===== src/core/complex_multiplier_regs.vh =====
// Register map, field positions and reset values of the multiplier formatting block
`ifndef COMPLEX_MULTIPLIER_REGS_VH
`define COMPLEX_MULTIPLIER_REGS_VH

// Byte offsets on the register bus
`define OFS_CONTROL 8'h00
`define OFS_CARRIER 8'h04
`define OFS_STATUS 8'h08
`define OFS_ACC_REAL 8'h0c
`define OFS_ACC_IMAG 8'h10

// Control register fields
`define CTL_SHIFT_LO 0
`define CTL_SOURCE_LO 2
`define CTL_SUM_BIT 4
`define CTL_BINARY_BIT 5
`define CTL_HOLD_BIT 6
`define CTL_WIDTH 7
`define CTL_RESET 7'h20

// Carrier register fields and reset value
`define CAR_COS_LO 0
`define CAR_SIN_LO 16
`define CAR_RESET 32'h00007fff

// Output source codes
`define SRC_COMPLEX_MULTIPLIER 2'h0
`define SRC_COMPLEX_MULTIPLIER_LOW 2'h1
`define SRC_ACC 2'h2

// Sample path
`define IN_WIDTH 19
`define OUT_WIDTH 20
`define FIFO_DEPTH 32

// Bus constants
`define HTRANS_NONSEQ_BIT 1
`define HRESP_OKAY 1'b0

`endif


===== src/core/stream_fifo.v =====
// Synchronous valid/ready FIFO with registered full and empty flags
module stream_fifo #(
  parameter WIDTH = 38,
  parameter DEPTH = 32,
  parameter AW = 5
) (
  // Clock and reset
  input wire clk_sys,
  input wire arst_n,
  // Filling side
  input wire inValid,
  output reg inReady,
  input wire [WIDTH-1:0] inData,
  // Draining side
  output reg outValid,
  input wire outReady,
  output wire [WIDTH-1:0] outData
);

  reg [WIDTH-1:0] store [0:DEPTH-1];
  reg [AW-1:0] wrPtr;
  reg [AW-1:0] rdPtr;
  reg [AW:0] count;
  wire push;
  wire pop;
  reg [AW:0] next_count;

  assign push = inValid & inReady;
  assign pop = outValid & outReady;
  assign outData = store[rdPtr];

  // Occupancy after this cycle's push and pop
  always @* begin
    next_count = count;
    if (push & ~pop) begin
      next_count = count + 1'b1;
    end else if (pop & ~push) begin
      next_count = count - 1'b1;
    end
  end

  // Storage array carries no reset, only the pointers, count and flags do
  always @(posedge clk_sys) begin
    if (push) begin
      store[wrPtr] <= inData;
    end
  end

  // Pointers and flags, flags registered from the next occupancy
  always @(posedge clk_sys or negedge arst_n) begin
    if (!arst_n) begin
      wrPtr <= {AW{1'b0}};
      rdPtr <= {AW{1'b0}};
      count <= {(AW+1){1'b0}};
      inReady <= 1'b0;
      outValid <= 1'b0;
    end else begin
      if (push) begin
        wrPtr <= wrPtr + 1'b1;
      end
      if (pop) begin
        rdPtr <= rdPtr + 1'b1;
      end
      count <= next_count;
      inReady <= (next_count != DEPTH[AW:0]);
      outValid <= (next_count != {(AW+1){1'b0}});
    end
  end

endmodule // stream_fifo


===== src/core/complex_multiplier_io_format_accumulate.v =====
// Input shifter, complex multiply-accumulate, output formatting and growth detector
`include "complex_multiplier_regs.vh"

module complex_multiplier_io_format_accumulate (
  // Clock and reset
  input wire clk_sys,
  input wire arst_n,
  // Register bus, AHB-Lite slave
  input wire hsel,
  input wire [31:0] haddr,
  input wire [1:0] htrans,
  input wire hwrite,
  input wire [2:0] hsize,
  input wire [31:0] hwdata,
  input wire hready,
  output reg hreadyout,
  output reg hresp,
  output reg [31:0] hrdata,
  // Sample stream in
  input wire sampleValid,
  output wire sampleReady,
  input wire [18:0] realInputBus,
  input wire [18:0] imagInputBus,
  // Result stream out
  output reg outValid,
  input wire outReady,
  output reg [19:0] realOutputBus,
  output reg [19:0] imagOutputBus,
  // Growth detector
  output reg [1:0] growthIndicator
);

  // Software-visible registers
  reg [`CTL_WIDTH-1:0] control;
  reg [31:0] carrier;
  // Control bits as sampled by the datapath
  reg [1:0] inputShiftSelect;
  reg [1:0] outputSourceSelect;
  reg sumOrUnloadControl;
  reg offsetBinarySelect;
  reg maxGrowthHold;
  // Bus data phase state
  reg wrPending;
  reg [7:0] wrAddr;
  wire addrPhase;
  reg [31:0] next_hrdata;
  // Stream and FIFO
  wire fifoReady;
  wire fifoValid;
  wire [37:0] fifoData;
  wire stall;
  wire take;
  reg pipeValid;
  // Multiplier operands and products
  wire [18:0] fifoReal;
  wire [18:0] fifoImag;
  wire signed [15:0] opReal;
  wire signed [15:0] opImag;
  wire signed [15:0] carCos;
  wire signed [15:0] carSin;
  wire signed [31:0] prodRc;
  wire signed [31:0] prodIs;
  wire signed [31:0] prodRs;
  wire signed [31:0] prodIc;
  wire [34:0] prodReal;
  wire [34:0] prodImag;
  // Accumulators and holding registers
  reg [19:0] accReal;
  reg [19:0] accImag;
  reg [19:0] accHoldReal;
  reg [19:0] accHoldImag;
  reg [34:0] cmacHoldReal;
  reg [34:0] cmacHoldImag;
  wire [19:0] feedReal;
  wire [19:0] feedImag;
  // Output formatting
  reg [19:0] next_realOut;
  reg [19:0] next_imagOut;
  // Growth detector
  wire [4:0] windowBits [0:3];
  wire [1:0] growth [0:3];
  wire [1:0] growthMax01;
  wire [1:0] growthMax23;
  wire [1:0] growthNow;
  reg [1:0] peakGrowth;
  wire [1:0] next_peak;

  // Bus: a transfer is taken while selected, NONSEQ or SEQ, and the bus is ready
  assign addrPhase = hsel & htrans[`HTRANS_NONSEQ_BIT] & hready;

  // Read data is chosen in the address phase so the slave never waits
  always @* begin
    next_hrdata = 32'h00000000;
    case (haddr[7:0])
      `OFS_CONTROL: begin
        next_hrdata = {25'h0000000, control};
      end
      `OFS_CARRIER: begin
        next_hrdata = carrier;
      end
      `OFS_STATUS: begin
        next_hrdata = {24'h000000, 1'b0, sumOrUnloadControl, pipeValid, outValid,
                       fifoReady, fifoValid, growthIndicator};
      end
      `OFS_ACC_REAL: begin
        next_hrdata = {12'h000, accHoldReal};
      end
      `OFS_ACC_IMAG: begin
        next_hrdata = {12'h000, accHoldImag};
      end
      default: begin
        next_hrdata = 32'h00000000;
      end
    endcase
    if (haddr[31:8] != 24'h000000) begin
      next_hrdata = 32'h00000000;
    end
  end

  // Bus slave: zero wait states, always OKAY, writes land in the data phase
  always @(posedge clk_sys or negedge arst_n) begin
    if (!arst_n) begin
      hreadyout <= 1'b0;
      hresp <= `HRESP_OKAY;
      hrdata <= 32'h00000000;
      wrPending <= 1'b0;
      wrAddr <= 8'h00;
      control <= `CTL_RESET;
      carrier <= `CAR_RESET;
    end else begin
      hreadyout <= 1'b1;
      hresp <= `HRESP_OKAY;
      if (addrPhase & ~hwrite) begin
        hrdata <= next_hrdata;
      end
      wrPending <= addrPhase & hwrite & (haddr[31:8] == 24'h000000);
      wrAddr <= haddr[7:0];
      if (wrPending) begin
        case (wrAddr)
          `OFS_CONTROL: begin
            control <= hwdata[`CTL_WIDTH-1:0];
          end
          `OFS_CARRIER: begin
            carrier <= hwdata;
          end
          default: begin
            control <= control;
          end
        endcase
      end
    end
  end

  // Control bits pass one register before the datapath sees them
  always @(posedge clk_sys or negedge arst_n) begin
    if (!arst_n) begin
      inputShiftSelect <= 2'h0;
      outputSourceSelect <= 2'h0;
      sumOrUnloadControl <= 1'b0;
      offsetBinarySelect <= 1'b1;
      maxGrowthHold <= 1'b0;
    end else begin
      inputShiftSelect <= control[`CTL_SHIFT_LO +: 2];
      outputSourceSelect <= control[`CTL_SOURCE_LO +: 2];
      sumOrUnloadControl <= control[`CTL_SUM_BIT];
      offsetBinarySelect <= control[`CTL_BINARY_BIT];
      maxGrowthHold <= control[`CTL_HOLD_BIT];
    end
  end

  // Samples queue here so a slow converter pushes back on the source
  stream_fifo #(
    .WIDTH(38),
    .DEPTH(`FIFO_DEPTH),
    .AW(5)
  ) sampleQueue (
    .clk_sys(clk_sys),
    .arst_n(arst_n),
    .inValid(sampleValid),
    .inReady(fifoReady),
    .inData({realInputBus, imagInputBus}),
    .outValid(fifoValid),
    .outReady(take),
    .outData(fifoData)
  );

  assign sampleReady = fifoReady;

  // The whole pipe freezes while a result waits at the output
  assign stall = outValid & ~outReady;
  assign take = fifoValid & ~stall;

  // Input shifter picks a 16-bit window of each bus
  assign fifoReal = fifoData[37:19];
  assign fifoImag = fifoData[18:0];
  assign opReal = fifoReal[inputShiftSelect +: 16];
  assign opImag = fifoImag[inputShiftSelect +: 16];
  assign carCos = carrier[`CAR_COS_LO +: 16];
  assign carSin = carrier[`CAR_SIN_LO +: 16];

  // Complex product, input times carrier, widened to 35 bits
  assign prodRc = opReal * carCos;
  assign prodIs = opImag * carSin;
  assign prodRs = opReal * carSin;
  assign prodIc = opImag * carCos;
  assign prodReal = {{3{prodRc[31]}}, prodRc} - {{3{prodIs[31]}}, prodIs};
  assign prodImag = {{3{prodRs[31]}}, prodRs} + {{3{prodIc[31]}}, prodIc};

  // Feedback is forced to zero in unload mode so the accumulator loads
  assign feedReal = sumOrUnloadControl ? accReal : 20'h00000;
  assign feedImag = sumOrUnloadControl ? accImag : 20'h00000;

  // Accumulators and product holding registers advance once per taken sample; total holding only in unload mode
  always @(posedge clk_sys or negedge arst_n) begin
    if (!arst_n) begin
      accReal <= 20'h00000;
      accImag <= 20'h00000;
      accHoldReal <= 20'h00000;
      accHoldImag <= 20'h00000;
      cmacHoldReal <= 35'h000000000;
      cmacHoldImag <= 35'h000000000;
      pipeValid <= 1'b0;
    end else if (~stall) begin
      pipeValid <= take;
      if (take) begin
        cmacHoldReal <= prodReal;
        cmacHoldImag <= prodImag;
        accReal <= feedReal + prodReal[34:15];
        accImag <= feedImag + prodImag[34:15];
        // Totals move to holding on every taken sample in unload mode; summing leaves them frozen
        if (~sumOrUnloadControl) begin
          accHoldReal <= accReal;
          accHoldImag <= accImag;
        end
      end
    end
  end

  // Output source mux; the reserved code drives zero
  always @* begin
    case (outputSourceSelect)
      `SRC_COMPLEX_MULTIPLIER: begin
        next_realOut = {cmacHoldReal[34:31], cmacHoldReal[30:15]};
        next_imagOut = {cmacHoldImag[34:31], cmacHoldImag[30:15]};
      end
      `SRC_COMPLEX_MULTIPLIER_LOW: begin
        next_realOut = {cmacHoldReal[34:31], 1'b0, cmacHoldReal[14:0]};
        next_imagOut = {cmacHoldImag[34:31], 1'b0, cmacHoldImag[14:0]};
      end
      `SRC_ACC: begin
        next_realOut = accHoldReal;
        next_imagOut = accHoldImag;
      end
      default: begin
        next_realOut = 20'h00000;
        next_imagOut = 20'h00000;
      end
    endcase
    // Offset binary for converters wants the sign bit flipped
    if (~offsetBinarySelect) begin
      next_realOut[19] = ~next_realOut[19];
      next_imagOut[19] = ~next_imagOut[19];
    end
  end

  // Output registers load one cycle after the holding registers
  always @(posedge clk_sys or negedge arst_n) begin
    if (!arst_n) begin
      outValid <= 1'b0;
      realOutputBus <= 20'h00000;
      imagOutputBus <= 20'h00000;
    end else if (~stall) begin
      outValid <= pipeValid;
      if (pipeValid) begin
        realOutputBus <= next_realOut;
        imagOutputBus <= next_imagOut;
      end
    end
  end

  // Detector windows: four examined bits plus the bit just below
  assign windowBits[0] = accHoldReal[18:14];
  assign windowBits[1] = accHoldImag[18:14];
  assign windowBits[2] = cmacHoldReal[33:29];
  assign windowBits[3] = cmacHoldImag[33:29];

  // Growth per window counts top bits that no longer match the sign extension
  genvar g;
  generate
    for (g = 0; g < 4; g = g + 1) begin : growthCell
      assign growth[g] = (windowBits[g][4] != windowBits[g][3]) ? 2'h3 :
                         (windowBits[g][3] != windowBits[g][2]) ? 2'h2 :
                         (windowBits[g][2] != windowBits[g][1]) ? 2'h1 : 2'h0;
    end
  endgenerate

  // Largest growth of the four registers
  assign growthMax01 = (growth[0] > growth[1]) ? growth[0] : growth[1];
  assign growthMax23 = (growth[2] > growth[3]) ? growth[2] : growth[3];
  assign growthNow = (growthMax01 > growthMax23) ? growthMax01 : growthMax23;

  // Peak only ever rises while hold is low; hold high restarts it from now
  assign next_peak = (growthNow > peakGrowth) ? growthNow : peakGrowth;

  // Growth code register; a limitation is that the peak clears only via hold high or reset
  always @(posedge clk_sys or negedge arst_n) begin
    if (!arst_n) begin
      peakGrowth <= 2'h0;
      growthIndicator <= 2'h0;
    end else if (maxGrowthHold) begin
      peakGrowth <= growthNow;
      growthIndicator <= growthNow;
    end else begin
      peakGrowth <= next_peak;
      growthIndicator <= next_peak;
    end
  end

endmodule // complex_multiplier_io_format_accumulate


===== config.mk =====
export PLATFORM = sky130hd
export DESIGN_NAME = complex_multiplier_io_format_accumulate
export DESIGN_NICKNAME = d
export VERILOG_FILES = /design/src/core/stream_fifo.v /design/src/core/complex_multiplier_io_format_accumulate.v
export VERILOG_INCLUDE_DIRS = /design/src /design/src/core
export SDC_FILE = /design/constraint.sdc
export NUM_CORES = 2
export LEC_CHECK = 0
export ABC_AREA = 1
export ABC_CLOCK_PERIOD_IN_PS = 11200
export BUFFER_PORTS_ARGS = -buffer_cell sky130_fd_sc_hd__buf_2
export CAP_MARGIN = 10
export CORE_MARGIN = 3
export CORE_UTILIZATION = 30
export CTS_BUF_LIST = sky130_fd_sc_hd__clkbuf_4
export DETAILED_ROUTE_END_ITERATION = 8
export GPL_TIMING_DRIVEN = 0
export SYNTH_ARGS = -nofsm -noshare
export SYNTH_HDL_FRONTEND = slang
export SYNTH_SLANG_ARGS = --single-unit

===== constraint.sdc =====
create_clock -name clk_sys -period 11.2 [get_ports clk_sys]
set_input_delay 2.24 -clock clk_sys [delete_from_list [all_inputs] [get_ports clk_sys]]
set_output_delay 2.24 -clock clk_sys [all_outputs]
set_load 0.05 [all_outputs]

; Word-level counts from Yosys, hierarchy flattened
; Memories as Yosys holds them, arrays and structs flattened.
; Cells that the tools add are included.
; W data, S select, Z words.
[totals]
out_inout_bits = 78
inputBits = 114
word_cells = 126
mem_count = 1
ram_bits = 1216
reg_bits = 300
[op_classes]
n_mux = 29
eq_ne = 20
order_cmp = 4
shifts = 2
multipliers = 4
add_sub_neg = 8
n_bitwise = 19
n_reduce_logical = 12
[memory_table]
columns = memory, words, word_bits, rd, rd_clocked_by_memory_dff, write_ports, line_no
row1 = sampleQueue.store, 32, 38, 1, 0, 1, stream_fifo.v:20  ; reg [WIDTH-1:0] store [0:DEPTH-1];
[op_table]
columns = operator, count
row1 = $pmux W32 S5, 1
row2 = $mul A16 B16 Y32, 4
row3 = $pmux W20 S3, 2
row4 = $add A20 B20 Y20, 2
row5 = $mux W20, 2
row6 = $shiftx A19 B3 Y16, 2
row7 = $add A32 B32 Y33, 1
row8 = $sub A32 B32 Y33, 1
row9 = $mux W32, 1
row10 = $mux W2, 13
row11 = $logic_not A24 Y1, 1
row12 = $reduce_bool A24 Y1, 1
row13 = $eq A8 B3 Y1 const B, 2
row14 = $eq A8 B4 Y1 const B, 2
row15 = $logic_not A8 Y1, 2
row16 = $mux W6, 2
row17 = $ne A1 B1 Y1, 12
row18 = $and A1 B1 Y1, 11
row19 = $add A5 B1 Y5 const B, 2
row20 = $eq A8 B5 Y1 const B, 1
row21 = $gt A2 B2 Y1, 4
row22 = $mux W1, 8
row23 = $not A1 Y1, 8
row24 = $reduce_and A2 Y1, 4
row25 = other kinds (9), 9

; Logic depth before layout (Yosys ltp)
[depth]
ltp_word = 11
depth_mapped = 59
mapped_depth_nobuf = 54

; Cells and area by module
; Synthesis repeated with hierarchy kept, for this count alone.
[unflattened]
cells_unflattened = 11756
area_unflattened_um2 = 107897.2
[modules_own_cells]
columns = module, cells_per_inst, instances, area_each_um2, seq_area_each_um2
row1 = complex_multiplier_io_format_accumulate, 6463, 1, 54551.1, 6977.9
row2 = stream_fifo, 5293, 1, 53346.2, 36965.5

; Least setup slack after synthesis
; OpenSTA, ideal clock, no wires.
[synth_path]
kind = reg2reg
start = reg sampleQueue.rdPtr[0]
end = reg accReal[17]
n_path_buf = 4
path_stages_with_launch = 49
period_less_slack_ns = 9.843
t_required_ns = 11.117
setup_ns = 0.083
setup_slack_ns = 1.357
arrival_ns = 9.760
cell_sequence = dfrtp_1 -> buf_6 -> inv_4 -> buf_6 -> buf_4 -> nand2_1 -> nand2_1 -> nand2_1 -> a21oi_1 -> nor2_1 -> nand2_1 -> nand3_1 -> nand3_2 -> nand2_4 -> buf_2 -> nor2_1 -> fa_1 -> inv_1 -> [13 not listed] -> nor2_1 -> inv_1 -> nor3_1 -> nand2_1 -> a21oi_1 -> nor2_1 -> o21ai_0 -> xor2_1 -> ha_1 -> nand2_1 -> or2_2 -> nand3_1 -> a21boi_0 -> inv_1 -> a31oi_1 -> o21ai_0 -> xor2_1 -> o21ai_0
[synth_via]
elab_chain_len = 5
elab_cells_between_ends = 7
cone_classes = 2 x add/sub / 2 x mul / 2 x shift / 1 x memory
[synth_lines]
columns = element, line_no
row1 = "start, declared", stream_fifo.v:22  ; reg [AW-1:0] rdPtr;
row2 = "start signal, assigned", stream_fifo.v:53  ; rdPtr <= {AW{1'b0}};
row3 = "start signal, assigned", stream_fifo.v:62  ; rdPtr <= rdPtr + 1'b1;
row4 = $mem_v2 Z32 W38 (*), -
row5 = "$shiftx A19 B3 Y16, on equally long branches", "complex_multiplier_io_format_accumulate.v:196, complex_multiplier_io_format_accumulate.v:197"
row6 = "$mul A16 B16 Y32, on equally long branches", "complex_multiplier_io_format_accumulate.v:202, complex_multiplier_io_format_accumulate.v:203"
row7 = $sub A32 B32 Y33 (*), complex_multiplier_io_format_accumulate.v:206  ; assign prodReal = {{3{prodRc[31]}}, prodRc} - {{3{prodIs[31]}}, prodIs};
row8 = via prodReal[22], complex_multiplier_io_format_accumulate.v:65  ; wire [34:0] prodReal;
row9 = $add A20 B20 Y20 (*), complex_multiplier_io_format_accumulate.v:228  ; accReal <= feedReal + prodReal[34:15];
row10 = "end signal, assigned", complex_multiplier_io_format_accumulate.v:228
row11 = "end, declared", complex_multiplier_io_format_accumulate.v:68  ; reg [19:0] accReal;
; Mark *: on every way through the listed nets, which the timed path passes. The rest lies on a longest branch.
; A chain may end at the register's enable or synchronous reset.

; Final worst setup path
[layout_path]
start = reg carrier[29]
end = reg accImag[18]
[layout_via]
elab_chain_len = 3
[layout_lines]
columns = element, line_no
row1 = "start, declared", complex_multiplier_io_format_accumulate.v:35  ; reg [31:0] carrier;
row2 = "start signal, assigned", complex_multiplier_io_format_accumulate.v:129  ; carrier <= `CAR_RESET;
row3 = "start signal, assigned", complex_multiplier_io_format_accumulate.v:144  ; carrier <= hwdata;
row4 = $mul A16 B16 Y32, complex_multiplier_io_format_accumulate.v:204  ; assign prodRs = opReal * carSin;
row5 = $add A32 B32 Y33, complex_multiplier_io_format_accumulate.v:207  ; assign prodImag = {{3{prodRs[31]}}, prodRs} + {{3{prodIc[31]}}, prodIc};
row6 = via prodImag[24], complex_multiplier_io_format_accumulate.v:66  ; wire [34:0] prodImag;
row7 = $add A20 B20 Y20, complex_multiplier_io_format_accumulate.v:229  ; accImag <= feedImag + prodImag[34:15];
row8 = "end signal, assigned", complex_multiplier_io_format_accumulate.v:229
row9 = "end, declared", complex_multiplier_io_format_accumulate.v:69  ; reg [19:0] accImag;
; The timed path passes the listed nets, and every way through them passes these cells.

==> flow_summary.yaml <==
status:
  failed_checks: "negative setup slack"
  status: "finished with violations"
route:
  wl_per_cell_um: 26.27
  drt-initial-drc-count: 9907
  drc_errors: 0
  firstDrtPassIters: 8
  totalWireLength_mm: 404.2
  avgViaCountPerCell: 5.180
  dr_total_vias: 79700
  ant_nets: 0
worst_setup_path:
  startpoint_type: "flop"
  r2r_start: "carrier[29]"
  reg2reg_depth: 35
  r2r_slack_ps: -80
  cpMaxStageDelayCell: "clkinv_1"
  r2r_end: "accImag[18]"
  critPathCaptureType: "flop"
  worst_ep_arrival_time_ps: 12230
  max_stage_delay_ps: 1040
  cpMostUsedCell: "fa_1"
  path_class: "reg2reg"
  crit_path_max_fanout: 10
  required_ps: 12150
logic_synthesis:
  yosys_register_bits: 1512
  synth.top_cells.by_count: "inv_1, nand2_1, nor2_1"
  ys.flop_type: "edfxtp_1"
  yosys-top-cells-area: "edfxtp_1, fa_1, dfrtp_1, inv_1, nand2_1"
  synth_edf_count: 1216
  netlist.area_leader.share: 0.3548
  post-synth-top-area-cell: "edfxtp_1"
  synthDistinctLibCells: 65
  synth_nets: 11530
  synth_area_mm2: 0.1029
  async_reset_ff_frac: 0.1958
  synth_most_common_cell: "inv_1"
  ys_seq_area_frac: 0.4269
  synthCells: 9878
  yosys_warnings: 0
  syn-mean-instance-area_um2: 10.42
cells_and_area:
  fillers: 34440
  multi_input_comb_area_mm2: 0.05249
  regArea_mm2: 0.04394
  fin_nets: 12240
  syn_to_final_growth_pct: 16.42
  drive_above_1_share: 0.1564
  final_cells: 15390
floorplan:
  die_area_mm2: 0.3502
  dieHeight_um: 591.7
  io_pins: 192
  num_rows: 214
  start_util: 0.3022
  dieWidth_um: 591.7
  core_area_mm2: 0.3406
clock_tree:
  hold_buffers: 0
  cts_tree: "built"
  numCtsBuffers: 363
  cts-root-buf: "clkbuf_4"
  clk_path_buf_depth: 4
  cts-htree-levels: 5
  clock_latency_ps: 1250
  clk_pin_slew_ps: 70
  cts.sinks: 1512
timing:
  setup_tns_ps: -83.39
  hold_viol_final: 0
  final.min_clock_period_ps: 11280
  drv_slew: 0
  rsz0062_at_grt: "true"
  relSlewSlack: 0.07742
  fin_ws_ps: -83.39
  fmax_mhz: 88.63
  setup_viol: 1
  holdWs_ps: 421.2
  fin_crit_sh: 1.007
  fin_skew_ps: 171.0
  worst_pin_slew_ps: 1384
hold_path:
  worstHoldStart: "control[3]"
  worstHoldEndpoint: "outputSourceSelect[1]"
  hp-class: "reg2reg"
  holdPathStages: 0
placed_design:
  routabilityCongestion: 1.002
  place_ws_ps: -2560
  place.detailed.hpwl_mm: 300.8
  place_inst: 14670
  numPortBuffers: 186
global_routing:
  antenna_found_initial: 41
  grt_pass1_vias: 79590
  grt_overflow: 0
  grtUsageTotal: 0.2258
  grt_max_degree: 115
  grt_pass1_wl_mm: 569.4
flow_run:
  maxCapViolations: 0
-- state kept, by name (all words and copies together), names as in the netlist, 7 cells and up --
name               flops
accHoldReal           20
accHoldImag           20
imagOutputBus         20
cmacHoldReal          33
realOutputBus         20
accImag               20
carrier               32
wrAddr                 8
control                7
hrdata                32
sampleQueue.store   1216
accReal               20
cmacHoldImag          33
-- layout by cell type, fill, tap and decap left out, types with 225 or more instances in the layout --
master,netlist,routed
dfrtp_1,279,278
o21ai_0,726,704
fa_1,1176,1156
edfxtp_1,1216,1216
nand2_1,1398,1363
nor2_1,1291,1245
ha_1,365,326
buf_2,140,225
clkbuf_4,0,583
inv_1,1567,1557
-- critical path, delay by kind of cell (launching register included) --
kind	cells	cell delay [ps]
adder cells (fa/ha/maj)	10	4900
buffers and inverters	9	3210
AO/OA/AOI/OAI	9	1660
flip-flops	1	340
XOR/XNOR	1	80
AND/OR/NAND/NOR	6	840
-- cell families after synthesis --
kind of cell    synth area share
compound gates           0.08302
simple gates              0.1187
xor+xnor                0.009956
flops                     0.4269
other cells           0.00007296
fa+ha+maj                 0.2731
mux                     0.002990
buf+inv                  0.08518
-- area by class of cell --
class                      count  share of cell area
tap                         4536             0.04736
clock inverter                68            0.003226
sequential                  1512              0.3667
clock buffer                 542             0.03396
timing repair buffer         346             0.02724
antenna                       16           0.0003341
multi-input combinational   6237              0.4381
buffer                       500             0.03124
inverter                    1629             0.05186
-- routing by layer --
metal | GRT usage | part of all wire | vias to the layer above
met4 | 0.1159 | 0.059 | 22
met2 | 0.3388 | 0.43 | 5151
met1 | 0.2951 | 0.38 | 39940
met5 | 0 | 0.00038 | -
li1 | - | - | 33480
met3 | 0.06726 | 0.13 | 1104
-- through the flow --
stage | util | instance area (µm²)
5_1_grt | 0.3518 | 119800
3_5_place_dp | 0.3267 | 111300
6_report | 0.3518 | 119800
4_1_cts | 0.3465 | 118000
2_1_floorplan | - | 102900
3_3_place_gp | 0.3216 | 109500
-- worst max path at each step --
stage                                     from          end  slack (ps)
after floorplan           sampleQueue.rdPtr[0]  accReal[17]        1360
after CTS                 sampleQueue.rdPtr[0]  accReal[19]         -40
final                              carrier[29]  accImag[18]         -80
after detailed placement  sampleQueue.rdPtr[1]  accReal[19]       -2560
after global routing      sampleQueue.rdPtr[0]  accImag[18]        -320
after global placement    sampleQueue.rdPtr[1]  accReal[19]       -2610
-- what timing repair did --
action | in CTS | in global routing
endpoints found under the setup margin | 56 | 27
gates resized for setup | 515 | 327
gates cloned | 0 | 1
buffers inserted | 48 | 43
pin swaps | 53 | 84
Power is left out: the tool's default activity adds up to more than one toggle a clock period on the data nets, which glitch-free logic cannot reach.
